==> config.mk <==
export PLATFORM = sky130hd
export DESIGN_NAME = flash_host_ctrl
export DESIGN_NICKNAME = d
export VERILOG_FILES = /design/src/rtl/flash_host_pkg.sv /design/src/rtl/flash_host_ctrl.sv
export SDC_FILE = /design/constraint.sdc
export NUM_CORES = 1
export LEC_CHECK = 0
export BUFFER_PORTS_ARGS = -buffer_cell sky130_fd_sc_hd__buf_2
export CAP_MARGIN = 20
export CORE_MARGIN = 2
export CORE_UTILIZATION = 51
export CTS_CLUSTER_DIAMETER = 80
export CTS_CLUSTER_SIZE = 10
export DETAILED_ROUTE_END_ITERATION = 6
export PLACE_DENSITY = 0.77
export SYNTH_ARGS = -nofsm -noshare
export SYNTH_HDL_FRONTEND = slang
export SYNTH_SLANG_ARGS = --single-unit
==> constraint.sdc <==
create_clock -name clk -period 4.5 [get_ports clk]
set_input_delay 0.9 -clock clk [delete_from_list [all_inputs] [get_ports clk]]
set_output_delay 0.9 -clock clk [all_outputs]
set_load 0.005 [all_outputs]
==> src/rtl/flash_host_pkg.sv <==
// Package: command codes, addresses, timing and carriers for the flash host controller
package flash_host_pkg;
   localparam int ADDR_W = 16;
   localparam int DATA_W = 16;
   localparam logic [15:0] UNLOCK_ADDR1 = 16'h5555;
   localparam logic [15:0] UNLOCK_ADDR2 = 16'h2AAA;
   localparam logic [15:0] ID_LOCK_ADDR = 16'h0002;
   localparam logic [15:0] ID_MFR_ADDR = 16'h0000;
   localparam logic [15:0] ID_DEV_ADDR = 16'h0001;
   localparam logic [15:0] BOOT_LAST = 16'h1FFF;
   localparam logic [7:0] CMD_UNLOCK1 = 8'hAA;
   localparam logic [7:0] CMD_UNLOCK2 = 8'h55;
   localparam logic [7:0] CMD_SETUP_ERASE = 8'h80;
   localparam logic [7:0] CMD_CHIP_ERASE = 8'h10;
   localparam logic [7:0] CMD_MAIN_ERASE = 8'h30;
   localparam logic [7:0] CMD_PROGRAM = 8'hA0;
   localparam logic [7:0] CMD_LOCKOUT = 8'h40;
   localparam logic [7:0] CMD_ID_ENTRY = 8'h90;
   localparam logic [7:0] CMD_ID_EXIT = 8'hF0;
   localparam int POLL_BIT = 7;
   localparam int TOGGLE_BIT = 6;
   localparam int LOCK_BIT = 0;
   // Strobe timing in ns at a 20 ns clock
   localparam int CLK_NS = 20;
   localparam int STROBE_LOW_NS = 60;
   localparam int SETUP_NS = 20;
   localparam int READ_ACC_NS = 100;
   localparam int STROBE_LOW_CYC = (STROBE_LOW_NS + CLK_NS - 1) / CLK_NS;
   localparam int SETUP_CYC = (SETUP_NS + CLK_NS - 1) / CLK_NS;
   localparam int READ_ACC_CYC = (READ_ACC_NS + CLK_NS - 1) / CLK_NS;
   localparam logic [3:0] CNT_LOW = 4'(STROBE_LOW_CYC);
   localparam logic [3:0] CNT_SETUP = 4'(SETUP_CYC);
   localparam logic [3:0] CNT_READ = 4'(READ_ACC_CYC);
   localparam logic [3:0] CNT_ONE = 4'h1;
   localparam logic [2:0] STEP_ONE = 3'h1;

   typedef enum logic [2:0] {
      OP_READ, OP_PROGRAM, OP_CHIP_ERASE, OP_MAIN_ERASE, OP_LOCKOUT,
      OP_ID_ENTRY, OP_ID_EXIT, OP_ID_EXIT_SHORT
   } op_e;

   typedef struct packed {
      op_e op;
      logic [15:0] addr;
      logic [15:0] data;
   } req_s;

   typedef struct packed {
      logic [15:0] addr;
      logic [15:0] data;
   } cycle_s;
endpackage : flash_host_pkg

==> src/rtl/flash_host_ctrl.sv <==
// Host-side controller that issues command sequences to a parallel flash over its strobes
// Summary of operation
// Reads drive chip select and output gate low, write strobe high, sample data.
// Host releases data bus whenever output gate is low or chip select high.
// Chip erase: six writes ending 80 then 10.
// After chip erase the device is back in read mode; host polls completion.
// Main erase sets non-boot words to FFFF; host issues command, then polls completion.
// Main erase sixth write is 30 to 5555, then host polls completion.
// Programming only clears bits; erase needed to set them back.
// Word program: AA/5555, 55/2AAA, A0/5555, then address and data.
// Address set before strobe falls, data held past strobe rising edge.
// Boot block 0000-1FFF rejects program and erase once locked.
// Lockout: AA,55,80,AA,55 then 40 to 5555.
// Lock status read at 0002 in identification mode, low bit.
// ID entry AA,55,90; exit AA,55,F0 or single F0 anywhere.
// Only low data byte matters in commands; upper byte driven zero.
// Identification codes readable at addresses 0000 and 0001.
// Polling read returns complement on the poll bit until done.
// Toggle bit flips each read while busy; host waits until stable.
// Host polls after program or erase, no new access until complete.
// Writes keep output gate high and chip select, write strobe low.
// Strobe low pulses far exceed the noise filter width.
// Host only issues whole valid sequences, never stray command words.
`timescale 1ns/1ps
module flash_host_ctrl (
   // Clock and reset
   input wire logic clk,
   input wire logic rst,
   input wire logic clk_en,
   // User request side
   input wire logic req_valid,
   input wire flash_host_pkg::req_s req,
   output logic req_ready,
   output logic done_pulse,
   output logic [15:0] rd_data,
   // Flash pins
   output logic [15:0] flash_addr,
   input wire logic [15:0] flash_dq_in,
   output logic [15:0] flash_dq_out,
   output logic flash_dq_oe,
   output logic ce_n,
   output logic oe_n,
   output logic we_n
);
   typedef enum logic [2:0] {S_IDLE, S_SETUP, S_WLOW, S_WHOLD, S_RACC, S_POLL, S_DONE} state_e;

   state_e state_ff, nxt_state;
   flash_host_pkg::req_s req_ff, nxt_req;
   logic [2:0] step_ff, nxt_step;
   logic [3:0] cnt_ff, nxt_cnt;
   logic poll_ff, nxt_poll;
   logic last_tog_ff, nxt_last_tog;
   logic [15:0] rd_ff, nxt_rd;
   logic [15:0] addr_ff, nxt_addr;
   logic [15:0] dout_ff, nxt_dout;
   logic ce_ff, nxt_ce, oe_ff, nxt_oe, we_ff, nxt_we, dq_oe_ff, nxt_dq_oe;
   logic [15:0] dq_meta_ff, dq_sync_ff;

   // Number of writes for each operation
   function automatic logic [2:0] op_len(input flash_host_pkg::op_e op);
      unique case (op)
         flash_host_pkg::OP_PROGRAM: op_len = 3'h4;
         flash_host_pkg::OP_CHIP_ERASE, flash_host_pkg::OP_MAIN_ERASE,
         flash_host_pkg::OP_LOCKOUT: op_len = 3'h6;
         flash_host_pkg::OP_ID_ENTRY, flash_host_pkg::OP_ID_EXIT: op_len = 3'h3;
         flash_host_pkg::OP_ID_EXIT_SHORT: op_len = 3'h1;
         flash_host_pkg::OP_READ: op_len = 3'h0;
      endcase
   endfunction : op_len

   // Final command byte of a sequence
   function automatic logic [7:0] op_code(input flash_host_pkg::op_e op);
      unique case (op)
         flash_host_pkg::OP_CHIP_ERASE: op_code = flash_host_pkg::CMD_CHIP_ERASE;
         flash_host_pkg::OP_MAIN_ERASE: op_code = flash_host_pkg::CMD_MAIN_ERASE;
         flash_host_pkg::OP_LOCKOUT: op_code = flash_host_pkg::CMD_LOCKOUT;
         flash_host_pkg::OP_ID_ENTRY: op_code = flash_host_pkg::CMD_ID_ENTRY;
         flash_host_pkg::OP_PROGRAM: op_code = flash_host_pkg::CMD_PROGRAM;
         default: op_code = flash_host_pkg::CMD_ID_EXIT;
      endcase
   endfunction : op_code

   // Address and data of write number step (1-based) of a sequence
   function automatic flash_host_pkg::cycle_s seq_cycle(input flash_host_pkg::req_s r,
                                                        input logic [2:0] step);
      flash_host_pkg::cycle_s c;
      c.addr = flash_host_pkg::UNLOCK_ADDR1;
      c.data = {8'h00, flash_host_pkg::CMD_UNLOCK1};
      if (r.op == flash_host_pkg::OP_ID_EXIT_SHORT) begin
         c.addr = r.addr;
         c.data = {8'h00, flash_host_pkg::CMD_ID_EXIT};
      end else if (step == 3'h2 || step == 3'h5) begin
         c.addr = flash_host_pkg::UNLOCK_ADDR2;
         c.data = {8'h00, flash_host_pkg::CMD_UNLOCK2};
      end else if (step == 3'h3) begin
         c.data = {8'h00, (op_len(r.op) == 3'h6) ? flash_host_pkg::CMD_SETUP_ERASE
                                                   : op_code(r.op)};
      end else if (step == 3'h4 && r.op == flash_host_pkg::OP_PROGRAM) begin
         c.addr = r.addr;
         c.data = r.data;
      end else if (step == 3'h6) begin
         c.data = {8'h00, op_code(r.op)};
      end
      seq_cycle = c;
   endfunction : seq_cycle

   // Needs status polling after the last write
   function automatic logic op_busy(input flash_host_pkg::op_e op);
      op_busy = (op == flash_host_pkg::OP_PROGRAM) || (op == flash_host_pkg::OP_CHIP_ERASE) ||
                (op == flash_host_pkg::OP_MAIN_ERASE) || (op == flash_host_pkg::OP_LOCKOUT);
   endfunction : op_busy

   // Read data comes from a pin, so it passes two flops first
   always_ff @(posedge clk or posedge rst) begin
      if (rst) begin
         dq_meta_ff <= 16'h0000;
         dq_sync_ff <= 16'h0000;
      end else if (clk_en) begin
         dq_meta_ff <= flash_dq_in;
         dq_sync_ff <= dq_meta_ff;
      end
   end

   always_comb begin
      flash_host_pkg::cycle_s cyc;
      cyc = seq_cycle(req_ff, step_ff);
      nxt_state = state_ff;
      nxt_req = req_ff;
      nxt_step = step_ff;
      nxt_cnt = cnt_ff;
      nxt_poll = poll_ff;
      nxt_last_tog = last_tog_ff;
      nxt_rd = rd_ff;
      nxt_addr = addr_ff;
      nxt_dout = dout_ff;
      nxt_ce = ce_ff;
      nxt_oe = oe_ff;
      nxt_we = we_ff;
      nxt_dq_oe = dq_oe_ff;
      unique case (state_ff)
         S_IDLE: begin
            nxt_ce = 1'b1;
            nxt_oe = 1'b1;
            nxt_we = 1'b1;
            nxt_dq_oe = 1'b0;
            if (req_valid) begin
               nxt_req = req;
               nxt_step = flash_host_pkg::STEP_ONE;
               nxt_poll = 1'b0;
               nxt_cnt = flash_host_pkg::CNT_SETUP;
               if (req.op == flash_host_pkg::OP_READ) begin
                  nxt_addr = req.addr;
                  nxt_ce = 1'b0;
                  nxt_oe = 1'b0;
                  nxt_cnt = flash_host_pkg::CNT_READ;
                  nxt_state = S_RACC;
               end else begin
                  nxt_state = S_SETUP;
               end
            end
         end
         S_SETUP: begin
            // Address and data settle with output gate high before the strobe falls
            nxt_addr = cyc.addr;
            nxt_dout = cyc.data;
            nxt_oe = 1'b1;
            nxt_dq_oe = 1'b1;
            nxt_ce = 1'b0;
            // Strobe falls only after the address has stood a full setup count
            if (cnt_ff < flash_host_pkg::CNT_ONE) begin
               nxt_we = 1'b0;
               nxt_cnt = flash_host_pkg::CNT_LOW;
               nxt_state = S_WLOW;
            end else begin
               nxt_cnt = cnt_ff - flash_host_pkg::CNT_ONE;
            end
         end
         S_WLOW: begin
            // Low time is several clocks, well above the device noise filter
            if (cnt_ff <= flash_host_pkg::CNT_ONE) begin
               nxt_we = 1'b1;
               nxt_cnt = flash_host_pkg::CNT_SETUP;
               nxt_state = S_WHOLD;
            end else begin
               nxt_cnt = cnt_ff - flash_host_pkg::CNT_ONE;
            end
         end
         S_WHOLD: begin
            // Data and address held one period past the rising edge
            if (cnt_ff <= flash_host_pkg::CNT_ONE) begin
               nxt_ce = 1'b1;
               nxt_dq_oe = 1'b0;
               nxt_cnt = flash_host_pkg::CNT_SETUP;
               if (step_ff != op_len(req_ff.op)) begin
                  nxt_step = step_ff + flash_host_pkg::STEP_ONE;
                  nxt_state = S_SETUP;
               end else if (op_busy(req_ff.op)) begin
                  nxt_poll = 1'b1;
                  if (req_ff.op == flash_host_pkg::OP_PROGRAM) begin
                     nxt_addr = req_ff.addr;
                  end
                  nxt_ce = 1'b0;
                  nxt_oe = 1'b0;
                  nxt_cnt = flash_host_pkg::CNT_READ;
                  nxt_state = S_RACC;
               end else begin
                  nxt_state = S_DONE;
               end
            end else begin
               nxt_cnt = cnt_ff - flash_host_pkg::CNT_ONE;
            end
         end
         S_RACC: begin
            // Waits out the access time only; the two synchroniser flops fall inside that count
            if (cnt_ff <= flash_host_pkg::CNT_ONE) begin
               nxt_rd = dq_sync_ff;
               nxt_ce = 1'b1;
               nxt_oe = 1'b1;
               nxt_cnt = flash_host_pkg::CNT_SETUP;
               // Previous read's toggle bit, so the poll compares two different reads
               nxt_last_tog = rd_ff[flash_host_pkg::TOGGLE_BIT];
               nxt_state = poll_ff ? S_POLL : S_DONE;
            end else begin
               nxt_cnt = cnt_ff - flash_host_pkg::CNT_ONE;
            end
         end
         S_POLL: begin
            // Two reads with equal toggle bit mean the operation finished
            if (cnt_ff <= flash_host_pkg::CNT_ONE) begin
               nxt_ce = 1'b0;
               nxt_oe = 1'b0;
               nxt_cnt = flash_host_pkg::CNT_READ;
               if (step_ff == flash_host_pkg::STEP_ONE) begin
                  if (rd_ff[flash_host_pkg::TOGGLE_BIT] == last_tog_ff) begin
                     nxt_ce = 1'b1;
                     nxt_oe = 1'b1;
                     nxt_state = S_DONE;
                  end else begin
                     nxt_last_tog = rd_ff[flash_host_pkg::TOGGLE_BIT];
                     nxt_state = S_RACC;
                  end
               end else begin
                  nxt_step = flash_host_pkg::STEP_ONE;
                  nxt_state = S_RACC;
               end
            end else begin
               nxt_cnt = cnt_ff - flash_host_pkg::CNT_ONE;
            end
         end
         S_DONE: begin
            nxt_state = S_IDLE;
         end
         default: nxt_state = S_IDLE;
      endcase
   end

   always_ff @(posedge clk or posedge rst) begin
      if (rst) begin
         state_ff <= S_IDLE;
         req_ff <= '0;
         step_ff <= 3'h0;
         cnt_ff <= 4'h0;
         poll_ff <= 1'b0;
         last_tog_ff <= 1'b0;
         rd_ff <= 16'h0000;
         addr_ff <= 16'h0000;
         dout_ff <= 16'h0000;
         ce_ff <= 1'b1;
         oe_ff <= 1'b1;
         we_ff <= 1'b1;
         dq_oe_ff <= 1'b0;
      end else if (clk_en) begin
         state_ff <= nxt_state;
         req_ff <= nxt_req;
         step_ff <= nxt_step;
         cnt_ff <= nxt_cnt;
         poll_ff <= nxt_poll;
         last_tog_ff <= nxt_last_tog;
         rd_ff <= nxt_rd;
         addr_ff <= nxt_addr;
         dout_ff <= nxt_dout;
         ce_ff <= nxt_ce;
         oe_ff <= nxt_oe;
         we_ff <= nxt_we;
         dq_oe_ff <= nxt_dq_oe;
      end
   end

   assign req_ready = (state_ff == S_IDLE);
   assign done_pulse = (state_ff == S_DONE);
   assign rd_data = rd_ff;
   assign flash_addr = addr_ff;
   assign flash_dq_out = dout_ff;
   assign flash_dq_oe = dq_oe_ff;
   assign ce_n = ce_ff;
   assign oe_n = oe_ff;
   assign we_n = we_ff;
endmodule : flash_host_ctrl

## Word level (Yosys, flattened, before mapping)

Memories as Yosys holds them, arrays and structs flattened.
Cells that the tools add are included.

| storage, ports and cells | value |
|---|---|
| flip-flop bits (word level) | 131 |
| bits in read-only memories | 48 |
| output and inout bits | 54 |
| word-level logic and storage cells | 163 |
| memories | 2 |

| cells by class | value |
|---|---|
| add/sub/neg operators | 2 |
| order comparisons | 2 |
| equality and inequality tests | 35 |
| mux-type cells | 77 |
| reduce and logical (&&, ||, !) cells | 28 |

Memory list:

| memory | depth | width | rd ports | clocked after memory_dff | wr ports | line | source |
|---|---|---|---|---|---|---|---|
| (name not given) | 8 | 3 | 1 | 0 | 0 | flash_host_ctrl.sv:61 | `unique case (op)` |
| (name not given) | 8 | 3 | 1 | 0 | 0 | flash_host_ctrl.sv:61 |  |

Operator list:

| cell | number |
|---|---|
| $mux W16 | 10 |
| $mux W3 | 22 |
| $mux W32 | 2 |
| $pmux W16 S3 | 1 |
| $pmux W8 S5 | 1 |
| $eq A3 B3 Y1 const B | 10 |
| $ne A2 B2 Y1 const B | 13 |
| $mux W1 | 22 |
| $reduce_and A7 Y1 | 3 |
| $mux W4 | 5 |
| $pmux W4 S5 | 1 |
| $eq A3 B2 Y1 const B | 6 |
| $pmux W3 S6 | 1 |
| $mux W8 | 2 |
| $reduce_and A3 Y1 | 4 |
| $reduce_and A6 Y1 | 2 |
| $pmux W1 S5 | 2 |
| $reduce_bool A5 Y1 | 2 |
| $eq A3 B1 Y1 const B | 3 |
| $pmux W3 S3 | 1 |
| $reduce_bool A3 Y1 | 3 |
| $reduce_and A8 Y1 | 1 |
| $logic_not A3 Y1 | 2 |
| $mux W2 | 3 |
| 16 further kinds | 22 |

## Depth between registers and ports, before layout

Gate-level depths: netlist of run 1.

| depth | value |
|---|---|
| word-level depth | 10 |
| mapped depth | 9 |
| mapped depth without buffers | 7 |

## Worst setup path after synthesis of run 1

Ideal clock, no wire load.

| timing path | value |
|---|---|
| path type | register -> register |
| from | register step_ff[0] |
| to | register addr_ff[1] (netlist: flash_addr[1]) |
| arrival | 2,433 ps |
| required time | 4,436 ps |
| setup slack | 2,003 ps |
| cell stages (with the launch flop) | 9 |
| clock period less this slack | 2,497 ps |
| cells stage by stage | dfrtp_1 -> ha_1 -> ha_1 -> clkbuf_1 -> nand4bb_1 -> or3b_2 -> a21oi_1 -> a221o_1 -> mux2_4 |

| on the way | value |
|---|---|
| word-level cells in the longest chain between the ends | 7 |
| elaborated cells between the ends (all ways) | 14 |

RTL lines:

| item | line | source |
|---|---|---|
| start, declared | flash_host_ctrl.sv:49 | `logic [2:0] step_ff, nxt_step;` |
| start signal, assigned | flash_host_ctrl.sv:275 | `step_ff <= nxt_step;` |
| $eq A3 B3 Y1 | flash_host_ctrl.sv:98 | `end else if (step == 3'h4 && r.op == flash_host_pkg::OP_PROGRAM) begin` |
| $logic_and A1 B1 Y1 | flash_host_ctrl.sv:98 |  |
| $mux W16 | flash_host_ctrl.sv:98 |  |
| $mux W16 | flash_host_ctrl.sv:95 | `end else if (step == 3'h3) begin` |
| $mux W32 | flash_host_ctrl.sv:92 | `end else if (step == 3'h2 \|\| step == 3'h5) begin` |
| $mux W32 | flash_host_ctrl.sv:89 | `if (r.op == flash_host_pkg::OP_ID_EXIT_SHORT) begin` |
| $pmux W16 S3 | flash_host_ctrl.sv:140 | `unique case (state_ff)` |
| end signal, assigned | flash_host_ctrl.sv:280 | `addr_ff <= nxt_addr;` |
| end, declared | flash_host_ctrl.sv:54 | `logic [15:0] addr_ff, nxt_addr;` |

Several ways; a longest one is shown, not always the timed one.
A chain may end at the register's enable or synchronous reset.

## Final worst setup path of run 1

| timing path | value |
|---|---|
| from | register step_ff[2] |
| to | register addr_ff[9] (netlist: flash_addr[9]) |

Same word-level chain as after synthesis.

==> qor.yml, run 1 <==
synthTopCellsByArea: "dfrtp_1 51%, mux2_2 16%, a22o_1 1.8%"
dieHeight_um: 115
synth_warnings: 0
critPathMaxFanout: 18
final_antenna_net_count: 0
place.gp.congestion: 0.934
synthToLayoutAreaGrowth_pct: 19.5
insertion_delay_ns: 0.41
cts_max_path_buffers: 2
antenna_found_initial: 0
synth_ff_type: "dfrtp_1"
synthesis.area_um2: 6290
switching_share: 0.347
holdCritPathClass: "primary input to asynchronous set/reset pin"
port_buffers: 108
comb_power_share: 0.353
core_area_um2: 12000
die_w_um: 115
overflow: 0
cp_top_family: "simple AND/OR/NAND/NOR gates"
finalCritPeriodShare: 0.678
maxCapViolCount: 0
vdd_drop_max_v: 0.000407
routed_via_density: 5.94
cts_buffers: 17
rsz0062_at_grt: "false"
p_leak_nw: 3.51
reg2reg_from: "step_ff[2]$_DFFE_PP0P_"
slowest_delay_ns: 0.67
num_vias: 4663
switchingPower_w: 0.00174
multiInputGateArea_um2: 2770
max_slew_margin: 0.381
drive_gt1_frac: 0.408
criticalPathCategory: "flip-flop to flip-flop"
postCtsSetupRepairBufs: 0
first_pass_iters: 5
antenna_cells: 0
synth.top_cells.by_count: "128 x dfrtp_1, 91 x mux2_2, 28 x nand2_1, 22 x clkbuf_1, 21 x nor2_1"
dp_cells: 753
setup_viol: 0
path_buf_inv: 1
hpwl_um: 9670
skew_ns: 0.00540
path_clk_slew_ns: 0.05
outcome: "finished, final reports clean"
cts_num_sinks: 131
syn_inst: 526
num_io_pins: 109
worst_pin_slew_ns: 0.928
grt_max_degree: 84
instances_no_fill: 785
path_depth: 7
slowest_stage: "dfrtp_1"
wire_per_inst_um: 18.2
cts-resized-gates: 0
worstPathRequired_ns: 4.84
worst_setup_path_end_kind: "flip-flop"
synthDistinctLibCells: 67
startpoint_type: "flip-flop"
seq_power_share: 0.387
synth_top_area_frac: 0.509
synth_seq_area_share: 0.522
num_rows: 40
fin_setup_tns_ns: 0
area.sequential_um2: 3280
startpoint: "step_ff[2]$_DFFE_PP0P_"
synth_edf_count: 0
avgSynthCellArea_um2: 12.0
drv_slew: 0
max_freq_mhz: 328
grt_pass1_vias: 4823
nFillCells: 947
cts_tree: "built"
yosysMostFrequentCell: "dfrtp_1"
wl_um: 14300
intPower_w: 0.00328
syn-num-nets: 588
drc: 0
path_cells: "inv_1 > ha_1 > nand4bb_1 > or3b_2 > a21oi_1 > a221o_1 > mux2_2"
netlist.top_cell.by_area: "dfrtp_1"
htreeDepth: 4
die-area_um2: 13200
grt_use_total: 0.225
reg2reg_depth: 7
drt_iter0_drc: 267
cts_hold_buf: 0
power_density_nw_per_um2: 668
ys_ff_latch: 131
dpl_cell_area_um2: 6920
final_area_um2: 7520
arrival_ns: 3.40
grt_pass1_wl_um: 23300
nets: 688
async_flop_share: 1.00
period_needed_ns: 3.05
hold_viol_final: 0
cts-root-buf: "clkbuf_16"
clockPowerShare: 0.260
start_util: 0.524
==> flip-flops by register name, indices dropped and copies added, names as in the netlist, 3 cells and up <==
signal        cells
flash_addr       16
step_ff           3
state_ff          3
flash_dq_out     16
dq_meta_ff       16
cnt_ff            4
req_ff           35
dq_sync_ff       16
rd_data          16
==> final timing paths <==
path / to / slack, ns
max: flash_addr[9]$_DFFE_PP0P_ / 1.45
min: dq_meta_ff[3]$_DFFE_PP0P_ / 0.39
min in group clk: flash_dq_out[0]$_DFFE_PP0P_ / 0.47
min reg2reg: flash_dq_out[0]$_DFFE_PP0P_ / 0.47
max in group asynchronous: we_n$_DFFE_PP1P_ / 3.20
max reg2reg: flash_addr[9]$_DFFE_PP0P_ / 1.45
==> worst register-to-register path: cells and delay by family (launching register included) <==
family | cells | cell delay (ns)
simple gates | 2 | 0.86
compound gates | 2 | 0.80
flops | 1 | 0.67
fa+ha+maj | 1 | 0.34
buf+inv | 1 | 0.18
mux | 1 | 0.15
==> metal layers <==
| metal | track usage | part of all wire |
|---|---|---|
| met1 | 0.295 | 0.42 |
| met4 | 0.0956 | 0.029 |
| met5 | 0 | 0 |
| met3 | 0.0564 | 0.059 |
| met2 | 0.359 | 0.50 |
==> layout by cell type, fill, tap and decap left out, drive strengths merged, types with 3 or more instances in the layout <==
cell and count:
a211oi 5, a21o 6, a21oi 18, a221o 7, a22o 13, a22oi 3
a2bb2oi 3, buf 116, clkbuf 22, clkinv 6, dfrtp 128, dfstp 3
ha 7, inv 20, mux2 93, mux2i 9, nand2 29, nand2b 6
nand3 12, nand4bb 3, nor2 22, nor2b 6, nor3 5, o211ai 3
o21ai 20, o221ai 11, o22ai 3, o2bb2ai 3, o31ai 5, o32a 3
or2 5, or4b 3, xnor2 4
==> power by group through the flow <==
stage	clock network, W	logic [W]	registers (W)
final	0.00131	0.00177	0.00194
after global routing	0.00137	0.00195	0.00200
after CTS	0.00132	0.00177	0.00193
after detailed placement	0	0.00175	0.00194
after global placement	0	0.00169	0.00192
after floorplan	0	0.00137	0.00179
==> cells by family after synthesis <==
family	Yosys count	share of synthesized area
flops	131	0.522
compound gates	122	0.147
simple gates	105	0.0915
mux	102	0.182
buf+inv	55	0.0384
fa+ha+maj	7	0.0139
xor+xnor	4	0.00557
==> metrics by stage <==
stage	power (W)	utilization	setup WS, ns	hold slack, ns
6_report	0.00502	0.626	1.45	0.386
5_1_grt	0.00532	0.626	1.28	0.386
4_1_cts	0.00502	0.624	1.46	0.479
3_5_place_dp	0.00369	0.576	1.44	0.466
3_3_place_gp	0.00361	0.575	1.57	0.465
2_1_floorplan	0.00317	-	0.107	0.461
==> final cells by class <==
class                           instances  share of cell area
Clock buffer                           22              0.0657
Clock inverter                          9              0.0105
Inverter                               20              0.0103
Multi-Input combinational cell        340               0.369
Sequential cell                       131               0.437
Tap cell                              147              0.0245
Timing Repair Buffer                  116              0.0839
Note: power is estimated with default switching activity, not from simulation.
==> inputs of run 2 (changes only) <==
Clock period 4.5 ns to 2.7 ns, I/O delays scaled along.
==> qor.yml, run 2 (same netlist as run 1, synthesis figures left out) <==
outcome: "finished, final reports clean"
skew_ns: 0.00885  # +0.00345 ns
grt_pass1_vias: 4814  # -0.19%
finalCritPeriodShare: 0.936  # +0.258
critPathMaxFanout: 8  # -10
insertion_delay_ns: 0.41  # about the same
max_freq_mhz: 396  # +21%
dieHeight_um: 115  # unchanged
setup_viol: 0  # unchanged
instances_no_fill: 803  # +2.3%
drc: 0  # unchanged
criticalPathCategory: "flip-flop to flip-flop"
largest_reg_flops: 35  # unchanged
drive_gt1_frac: 0.420  # +0.0123
power_density_nw_per_um2: 1120  # +68%
core_area_um2: 12000  # unchanged
slowest_stage: "or3b_2"
first_pass_iters: 5  # unchanged
routed_via_density: 6.01  # +1.2%
worst_pin_slew_ns: 0.766  # -0.161 ns
rsz0062_at_grt: "false"
num_rows: 40  # unchanged
dp_cells: 771  # +2.4%
grt_pass1_wl_um: 23900  # +2.6%
cts-resized-gates: 1  # +1
r2r_slack_ns: 0.17  # -1.27 ns
postCtsSetupRepairBufs: 0  # unchanged
synthToLayoutAreaGrowth_pct: 21.7
vdd_drop_max_v: 0.000541  # +33%
worstPathRequired_ns: 3.04  # -1.80 ns
die_w_um: 115  # unchanged
cts_num_sinks: 131  # unchanged
cts_tree: "built"
cts_hold_buf: 0  # unchanged
nets: 705  # +2.5%
maxCapViolCount: 0  # unchanged
port_buffers: 108  # unchanged
cts_buffers: 17  # unchanged
cts_max_path_buffers: 2  # unchanged
slowest_delay_ns: 0.55  # -0.12 ns
die-area_um2: 13200  # unchanged
path_clk_slew_ns: 0.06  # about the same
hold_viol_final: 0  # unchanged
start_util: 0.524  # unchanged
path_cells: "ha_1 > ha_1 > nand4bb_1 > or3b_2 > a21oi_2 > a221o_1 > mux2_2"
drv_slew: 0  # unchanged
worst_setup_path_end_kind: "flip-flop"
period_needed_ns: 2.53  # -0.525 ns
p_leak_nw: 3.58  # +2.0%
cpMostUsedCell: "ha_1"
holdCritPathClass: "primary input to asynchronous set/reset pin"
num_vias: 4826  # +3.5%
grt_max_degree: 132  # +57%
dp_slack_ns: 0.0751  # -1.36 ns
final_cell_mix: "128 x dfrtp_1, 108 x buf_2, 91 x mux2_2"
max_slew_margin: 0.484  # +0.103
arrival_ns: 2.87  # -0.53 ns
overflow: 0  # unchanged
cts-root-buf: "clkbuf_16"
final_antenna_net_count: 0  # unchanged
antenna_found_initial: 1  # +1
hpwl_um: 10100  # +4.5%
final_util: 0.637  # +0.0114
startpoint_type: "flip-flop"
wire_per_inst_um: 18.5  # +1.8%
grt_use_total: 0.231  # +0.00614
worst_slack_ns: 0.173  # -1.27 ns
fin_setup_tns_ns: 0  # unchanged
num_io_pins: 109  # unchanged
regMostFlops: "req_ff"
place.gp.congestion: 0.908  # -2.7%
htreeDepth: 4  # unchanged
drt_iter0_drc: 258  # -3.4%
wl_um: 14800  # +4.1%
mostFrequentLayoutCell: "dfrtp_1"
[run 2: routing by layer]
layer	track usage	vias to the layer above	part of all wire
li1	-	2180	-
met3	0.0485	25	0.058
met2	0.389	185	0.51
met5	0	-	0
met1	0.297	2436	0.41
met4	0.0851	0	0.019
[run 2: power breakdown]
| group | internal, W | switching (W) | total (W) |
|---|---|---|---|
| Combinational | 0.00155 | 0.00166 | 0.00321 |
| Clock | 0.00143 | 0.000809 | 0.00224 |
| Sequential | 0.00265 | 0.000502 | 0.00315 |
[run 2: area by class of cell]
cell class                      count  area [um^2]
Sequential cell                   131         3280
Antenna cell                        1         2.50
Fill cell                         885         4360
Tap cell                          147          184
Multi-Input combinational cell    340         2770
Clock buffer                       23          478
Timing Repair Buffer              133          753
Inverter                           20         78.8
Clock inverter                      8          101
[run 2: worst paths after layout]
path	start	end	cells past startpoint
max in group asynchronous	rst	state_ff[1]$_DFFE_PP0P_	3
hold / removal	rst	dq_sync_ff[4]$_DFFE_PP0P_	3
setup / recovery	step_ff[0]$_DFFE_PP0P_	flash_addr[11]$_DFFE_PP0P_	7
hold reg to reg	we_n$_DFFE_PP1P_	we_n$_DFFE_PP1P_	2
min in group clk	flash_dq_in[1]	dq_meta_ff[1]$_DFFE_PP0P_	2
setup reg to reg	step_ff[0]$_DFFE_PP0P_	flash_addr[11]$_DFFE_PP0P_	7
[run 2: per-stage QoR]
stage               area [um^2]  power [W]  hold WS, ns
finish                     7650    0.00860        0.343
CTS                        7650    0.00859        0.353
detailed placement         7070    0.00630        0.466
global placement           7070    0.00614        0.463
global route               7650    0.00908        0.360
floorplan                  6290    0.00528        0.461
[run 2: worst max-delay path: cells and delay by family (launching register included)]
family	cells	cell delay, ns
compound gates	2	0.61
fa+ha+maj	2	0.49
flops	1	0.38
mux	1	0.16
simple gates	2	0.83
